==> src/rtl/jtp_pkg.sv <==
// Package of constants, types and helpers for the test and emulation port.
package jtp_pkg;

  // ---------------------------------------------------------------------
  // Widths, instruction codes and reset values
  // ---------------------------------------------------------------------
  localparam int unsigned IRW = 4;
  localparam int unsigned DRW = 32;
  localparam int unsigned EMUW = 4;

  localparam logic [IRW-1:0] INS_EMUCTL = 4'h8;
  localparam logic [IRW-1:0] INS_IDCODE = 4'hE;
  localparam logic [IRW-1:0] INS_BYPASS = 4'hF;
  localparam logic [IRW-1:0] IR_CAPTURE = 4'h1;

  // Emulation control field: bit 0/1 make line A/B an output.
  localparam int unsigned EMU_A_DIR_BIT = 0;
  localparam int unsigned EMU_B_DIR_BIT = 1;

  localparam logic [2:0] RST_TCK_SYNC = 3'h0;
  localparam logic [1:0] RST_HIGH_SYNC = 2'h3;
  localparam logic [1:0] RST_LOW_SYNC = 2'h0;
  localparam logic [EMUW-1:0] RST_EMU_CTL = 4'h0;
  localparam logic [IRW-1:0] RST_IR = INS_IDCODE;

  // ---------------------------------------------------------------------
  // Types
  // ---------------------------------------------------------------------
  typedef enum logic [3:0] {
    ST_TLR, ST_RTI, ST_SEL_DR, ST_CAP_DR, ST_SH_DR, ST_EX1_DR, ST_PAU_DR,
    ST_EX2_DR, ST_UPD_DR, ST_SEL_IR, ST_CAP_IR, ST_SH_IR, ST_EX1_IR,
    ST_PAU_IR, ST_EX2_IR, ST_UPD_IR
  } jtp_tap_state_t;

  // Test pins as they arrive from the outside controller.
  typedef struct packed {
    logic tck;
    logic tms;
    logic tdi;
    logic trst;
  } jtp_tap_pins_t;

  typedef struct packed {
    logic [2:0]      tckS;
    logic [1:0]      tmsS;
    logic [1:0]      tdiS;
    logic [1:0]      trstS;
    logic [1:0]      emuAS;
    logic [1:0]      emuBS;
    jtp_tap_state_t  state;
    logic [IRW-1:0]  ir;
    logic [IRW-1:0]  irSh;
    logic [DRW-1:0]  dr;
    logic [EMUW-1:0] emuCtl;
    logic            tdo;
    logic            tdoOe;
    logic            emuAOut;
    logic            emuAOe;
    logic            emuBOut;
    logic            emuBOe;
    logic            outputsOff;
    logic            scanControl;
    logic [1:0]      emuEvent;
  } jtp_state_t;

  // ---------------------------------------------------------------------
  // Helpers
  // ---------------------------------------------------------------------
  function automatic jtp_tap_state_t tapNext(jtp_tap_state_t s, logic m);
    jtp_tap_state_t r;
    r = s;
    unique case (s)
      ST_TLR:    r = m ? ST_TLR    : ST_RTI;
      ST_RTI:    r = m ? ST_SEL_DR : ST_RTI;
      ST_SEL_DR: r = m ? ST_SEL_IR : ST_CAP_DR;
      ST_CAP_DR: r = m ? ST_EX1_DR : ST_SH_DR;
      ST_SH_DR:  r = m ? ST_EX1_DR : ST_SH_DR;
      ST_EX1_DR: r = m ? ST_UPD_DR : ST_PAU_DR;
      ST_PAU_DR: r = m ? ST_EX2_DR : ST_PAU_DR;
      ST_EX2_DR: r = m ? ST_UPD_DR : ST_SH_DR;
      ST_UPD_DR: r = m ? ST_SEL_DR : ST_RTI;
      ST_SEL_IR: r = m ? ST_TLR    : ST_CAP_IR;
      ST_CAP_IR: r = m ? ST_EX1_IR : ST_SH_IR;
      ST_SH_IR:  r = m ? ST_EX1_IR : ST_SH_IR;
      ST_EX1_IR: r = m ? ST_UPD_IR : ST_PAU_IR;
      ST_PAU_IR: r = m ? ST_EX2_IR : ST_PAU_IR;
      ST_EX2_IR: r = m ? ST_UPD_IR : ST_SH_IR;
      ST_UPD_IR: r = m ? ST_SEL_DR : ST_RTI;
    endcase
    return r;
  endfunction : tapNext

  // Data registers shift toward bit 0; the new bit enters at the top end.
  function automatic logic [DRW-1:0] drShift(logic [IRW-1:0] ins,
                                             logic [DRW-1:0] dr,
                                             logic           din);
    logic [DRW-1:0] r;
    r = {{(DRW-1){1'b0}}, din};
    if (ins == INS_IDCODE) begin
      r = {din, dr[DRW-1:1]};
    end else if (ins == INS_EMUCTL) begin
      r = {{(DRW-EMUW){1'b0}}, din, dr[EMUW-1:1]};
    end
    return r;
  endfunction : drShift

endpackage : jtp_pkg

==> src/rtl/jtp_tap_port.sv <==
// Test access and emulation port, sampled entirely by the system clock.
`timescale 1ns/1ps

module jtp_tap_port
  import jtp_pkg::*;
#(
  // Arbitrary identification value, not tied to any real part.
  parameter logic [DRW-1:0] IDCODE_VALUE = 32'h1234_5001
) (
  // Clock, reset and enable
  input  wire logic          clk,
  input  wire logic          rstn,
  input  wire logic          ce,
  // Test pins from the outside controller
  input  wire jtp_tap_pins_t tapPins,
  output logic               tdo,
  output logic               tdoOe,
  // Emulation lines, split into input, output and enable
  input  wire logic          emuAIn,
  output logic               emuAOut,
  output logic               emuAOe,
  input  wire logic          emuBIn,
  output logic               emuBOut,
  output logic               emuBOe,
  // Core side
  input  wire logic [1:0]    coreEmuReq,
  output logic [1:0]         emuEvent,
  output logic               outputsOff,
  output logic               scanControl
);

  // ---------------------------------------------------------------------
  // State
  // ---------------------------------------------------------------------
  jtp_state_t s_q;
  jtp_state_t s_d;

  logic tckRise;
  logic tckFall;
  logic tmsNow;
  logic tdiNow;
  logic trstOn;
  logic offNow;
  logic shifting;

  // Edge detection looks only at the second and third sampling stages.
  assign tckRise  = s_q.tckS[1] & ~s_q.tckS[2];
  assign tckFall  = ~s_q.tckS[1] & s_q.tckS[2];
  assign tmsNow   = s_q.tmsS[1];
  assign tdiNow   = s_q.tdiS[1];
  assign trstOn   = s_q.trstS[1];
  assign offNow   = ~trstOn & s_q.emuAS[1] & ~s_q.emuBS[1];
  assign shifting = (s_q.state == ST_SH_DR) | (s_q.state == ST_SH_IR);

  // ---------------------------------------------------------------------
  // Next state
  // ---------------------------------------------------------------------
  always_comb begin
    s_d = s_q;
    if (ce) begin
      s_d.tckS  = {s_q.tckS[1:0], tapPins.tck};
      s_d.tmsS  = {s_q.tmsS[0], tapPins.tms};
      s_d.tdiS  = {s_q.tdiS[0], tapPins.tdi};
      s_d.trstS = {s_q.trstS[0], tapPins.trst};
      s_d.emuAS = {s_q.emuAS[0], emuAIn};
      s_d.emuBS = {s_q.emuBS[0], emuBIn};

      if (!trstOn) begin
        // Functional mode: test clock edges are not even looked at.
        s_d.state  = ST_TLR;
        s_d.ir     = RST_IR;
        s_d.emuCtl = RST_EMU_CTL;
        s_d.tdoOe  = 1'b0;
      end else if (tckRise) begin
        if (s_q.state == ST_CAP_DR) begin
          if (s_q.ir == INS_IDCODE) begin
            s_d.dr = IDCODE_VALUE;
          end else if (s_q.ir == INS_EMUCTL) begin
            s_d.dr = {{(DRW-EMUW){1'b0}}, s_q.emuCtl};
          end else begin
            s_d.dr = '0;
          end
        end
        if (s_q.state == ST_SH_DR) begin
          s_d.dr = drShift(s_q.ir, s_q.dr, tdiNow);
        end
        if (s_q.state == ST_CAP_IR) begin
          s_d.irSh = IR_CAPTURE;
        end
        if (s_q.state == ST_SH_IR) begin
          s_d.irSh = {tdiNow, s_q.irSh[IRW-1:1]};
        end
        s_d.state = tapNext(s_q.state, tmsNow);
      end else if (tckFall) begin
        if (s_q.state == ST_UPD_IR) begin
          s_d.ir = s_q.irSh;
        end
        if (s_q.state == ST_UPD_DR && s_q.ir == INS_EMUCTL) begin
          s_d.emuCtl = s_q.dr[EMUW-1:0];
        end
        if (shifting) begin
          s_d.tdo = (s_q.state == ST_SH_IR) ? s_q.irSh[0] : s_q.dr[0];
        end
        s_d.tdoOe = shifting;
      end

      if (trstOn && s_q.state == ST_TLR) begin
        s_d.ir     = RST_IR;
        s_d.emuCtl = RST_EMU_CTL;
      end

      if (offNow) begin
        s_d.tdoOe = 1'b0;
      end

      // Emulation lines only drive while the scan logic owns the device.
      s_d.emuAOe  = trstOn & s_q.emuCtl[EMU_A_DIR_BIT];
      s_d.emuAOut = coreEmuReq[0];
      s_d.emuBOe  = trstOn & s_q.emuCtl[EMU_B_DIR_BIT];
      s_d.emuBOut = coreEmuReq[1];
      s_d.emuEvent[0] = trstOn & ~s_q.emuCtl[EMU_A_DIR_BIT] & s_q.emuAS[1];
      s_d.emuEvent[1] = trstOn & ~s_q.emuCtl[EMU_B_DIR_BIT] & s_q.emuBS[1];
      s_d.outputsOff  = offNow;
      s_d.scanControl = trstOn;
    end
  end

  // ---------------------------------------------------------------------
  // Registers
  // ---------------------------------------------------------------------
  always_ff @(posedge clk or negedge rstn) begin
    if (!rstn) begin
      s_q <= '0;
      s_q.tckS   <= RST_TCK_SYNC;
      s_q.tmsS   <= RST_HIGH_SYNC;
      s_q.tdiS   <= RST_HIGH_SYNC;
      s_q.trstS  <= RST_LOW_SYNC;
      s_q.emuAS  <= RST_HIGH_SYNC;
      s_q.emuBS  <= RST_HIGH_SYNC;
      s_q.state  <= ST_TLR;
      s_q.ir     <= RST_IR;
      s_q.emuCtl <= RST_EMU_CTL;
    end else begin
      s_q <= s_d;
    end
  end

  assign tdo         = s_q.tdo;
  assign tdoOe       = s_q.tdoOe;
  assign emuAOut     = s_q.emuAOut;
  assign emuAOe      = s_q.emuAOe;
  assign emuBOut     = s_q.emuBOut;
  assign emuBOe      = s_q.emuBOe;
  assign emuEvent    = s_q.emuEvent;
  assign outputsOff  = s_q.outputsOff;
  assign scanControl = s_q.scanControl;
endmodule : jtp_tap_port

==> config.mk <==
export PLATFORM = sky130hd
export DESIGN_NAME = jtp_tap_port
export DESIGN_NICKNAME = d
export VERILOG_FILES = /design/src/rtl/jtp_pkg.sv /design/src/rtl/jtp_tap_port.sv
export SDC_FILE = /design/constraint.sdc
export NUM_CORES = 1
export LEC_CHECK = 0
export BUFFER_PORTS_ARGS = -buffer_cell sky130_fd_sc_hd__buf_4
export CELL_PAD_IN_SITES_DETAIL_PLACEMENT = 0
export CELL_PAD_IN_SITES_GLOBAL_PLACEMENT = 1
export CORE_MARGIN = 1
export CORE_UTILIZATION = 48
export CTS_CLUSTER_SIZE = 16
export DETAILED_ROUTE_END_ITERATION = 8
export MAX_ROUTING_LAYER = met4
export PLACE_DENSITY = 0.89
export SETUP_SLACK_MARGIN = 0.05
export SLEW_MARGIN = 20
export SYNTH_ARGS = -nofsm -noshare
export SYNTH_HDL_FRONTEND = slang
export SYNTH_SLANG_ARGS = --single-unit
export TNS_END_PERCENT = 1
==> constraint.sdc <==
create_clock -name clk -period 2.3 [get_ports clk]
set_input_delay 0 -clock clk [delete_from_list [all_inputs] [get_ports clk]]
set_output_delay 0 -clock clk [all_outputs]
set_load 0.05 [all_outputs]
==> results.toml <==
[outcome]
outcome = "finished, violations left"
failing_checks = "design-rule violations"

[sta]
report.final.setup_viol = 0
finalClockSkew_ps = 8.96
slew_violations = 0
fmax_mhz = 500
grt_setup_unrepaired = "false"
worst-slew-pin-transition_ps = 868
period_needed_ps = 2000
timing.final.hold_violations = 0
slew_headroom_pct = 42.1
fin_tns_setup_ps = 0
layout_worst_path_cycle_share_pct = 86.9

[grt]
grt_overflow = 0
global_route.usage.met2_pct = 28.9
met3_usage_pct = 5.84
global_route_wire_length_before_repair_um = 10800
busiest_layer = "met2"
number_of_antenna_violations_at_the_first_check_in_global_routing = 0
grt_util_met1_pct = 28.1
first_global_vias = 2157
grt_max_degree = 72
groute.usage.overall_pct = 20.3

[synth]
netlist_top_cells_area = "dfrtp_1 (46%), dfstp_2 (8.9%), a22o_1 (6.8%)"
synth-edff-count = 0
yosys.cell_count.top_type = "dfrtp_1"
library_cell_occupying_the_most_area_in_the_post_synthesis_netlist = "dfrtp_1"
ys_warn_count = 0
synth_fp_nets = 295
synth.ff_latch_count = 71
postSynthAreaPerCell_um2 = 11.4
synthCells = 284
syn-cell-area_um2 = 3230
synth_top_area_share_pct = 46.4
synth_common_cells = "dfrtp_1 (60), a22o_1 (25), nand2_1 (21), o21ai_0 (21), mux2_2 (16)"
netlist-cell-type-count = 53
synth_sequential_area_ratio_pct = 55.4
synth_async_sr_flop_share_pct = 100
ys_flop_type = "dfrtp_1"

[placement]
placed_area_um2 = 3440
dp_wirelength_um = 3930
placement.io_buffers = 20
gpl.final_weighted_congestion = 0.758
numPlacedInstances = 370

[clocking]
numCtsBuffers = 9
maximum_buffer_depth_of_the_clock_tree = 2
clock-sinks = 71
ctsHtreeMaxLevel = 3
clock-root-buffer = "clkbuf_8"
clock_latency_ps = 340
post_cts_resized = 0
clk_pin_slew_ps = 70
cts_tree = "done"

[final_layout]
area.growth.synth_to_final_pct = 16.7
drive_gt1_share_pct = 24.8
num-nets-final = 324
antennaDiodeCount = 0
post_layout_nonfiller_instances = 395
post-route-cell-area_um2 = 3770
finish.utilization_pct = 58.8

[power]
power.clock.fraction_pct = 43.2
cellPowerDensity_nw_per_um2 = 748
sequentialPowerShare_pct = 48.1
total_leakage_power_nw = 1.72
power.share.combinational_pct = 8.7
design_power_total_w = 0.00282
switching_share_pct = 24.3
max-vdd-ir-drop_mv = 0.603
power.internal_w = 0.00214
switchingPower_w = 0.000686

[drt]
vias = 2269
wire_per_inst_um = 15.9
vias_per_cell = 5.74
finalWirelength_um = 6260
route.antenna.remaining_nets = 0
detailedRoute.firstIterationViolations = 114
detail_route.first_pass.iterations = 6
detail_route.drc_violations = 2

[setup_path]
critPathLaunchType = "flop"
worst-path-max-fanout = 17
required_ps = 2530
crit_chain = "or4b_1 > a211oi_1 > nor3_1 > a32o_1"
max_stage_delay_ps = 720
crit_slowest_cell = "or4b_1"
cp_data_arrival_time_ps = 2230
timing_worst_setup_path_type = "flop to flop"
crit_path_end_kind = "flop"

[hold_path]
worst_hold_path_type = "input port to flop"

[floorplan]
placement_rows = 29
die_x_um = 84.1
initial_core_util_pct = 50.4
ios = 21
die_height_um = 84.1
design.core.area_um2 = 6420
fp.dieArea_um2 = 7070

[job]
drv_cap = 0
per-stage QoR:
| stage | hold slack [ps] | setup WS (ps) |
|---|---|---|
| after floorplan | -296 | 564 |
| after global placement | 173 | 366 |
| after detailed placement | 172 | 333 |
| after CTS | 59.7 | 306 |
| after global routing | 89.0 | 188 |
| final | 66.0 | 301 |
power by group through the flow:
stage               registers (W)  clock network, W  logic (W)
floorplan                 0.00138                 0   0.000144
global placement          0.00138                 0   0.000230
detailed placement        0.00138                 0   0.000234
CTS                       0.00136           0.00124   0.000249
global route              0.00137           0.00129   0.000267
finish                    0.00136           0.00122   0.000246
per-layer routing:
| layer | up-vias | wire (µm) |
|---|---|---|
| met1 | 1120 | 3040 |
| li1 | 1088 | - |
| met4 | 0 | 72 |
| met3 | 7 | 312 |
| met5 | - | 0 |
| met2 | 54 | 2840 |
sequential cells by signal, indices dropped and copies added, names as in the netlist:
name / cells
tdo: 1
emuBOut: 1
emuEvent: 2
s_q: 61
outputsOff: 1
tdoOe: 1
emuAOut: 1
emuBOe: 1
scanControl: 1
emuAOe: 1
final timing paths:
path	startpoint	end	slack, ps	depth (start not counted)
max	s_q[55]	s_q[17]	300	4
min	ce	emuEvent[0]	70	2
max reg2reg	s_q[55]	s_q[17]	300	4
min reg2reg	s_q[62]	s_q[63]	490	2
max in group asynchronous	rstn	s_q[37]	1420	2
min in group asynchronous	rstn	s_q[48]	310	2
worst max-delay path: cells and delay by family (launching register included):
kind,cells,cell delay (ps)
flip-flops,1,590
AND/OR/NAND/NOR,2,800
AO/OA/AOI/OAI,2,510
cells by family (layout without fill, tap and decap cells):
family,Yosys count,count (layout),share of synthesized area [%]
muxes,21,21,7.12
DFF,71,71,55.4
and+or+nand+nor,69,69,12.2
buffers and inverters,38,72,5.76
xor gates and xnor gates,2,2,0.542
AOI/OAI and AO/OA,83,83,19.0
cell type report:
type / count / area, µm²
Inverter: 15 / 56.3
Tap cell: 77 / 96.3
Clock inverter: 6 / 115
Timing Repair Buffer: 41 / 330
Sequential cell: 71 / 1790
Multi-Input combinational cell: 175 / 1260
Clock buffer: 10 / 128
Fill cell: 517 / 2650
placed cells by master (no fill, tap or decap), types with 11 or more instances in the layout:
master   instances
nand2_1         21
dfrtp_1         60
dfstp_2         11
buf_4           32
o21ai_0         21
inv_1           15
mux2_2          16
nor2_1          11
a22o_1          25
what timing repair did:
action / in CTS / in global routing
buffers inserted: 0 / 0
hold endpoints to repair: 68 / 0
hold buffers: 9 / 0
Power figures use the tool's default switching activity.
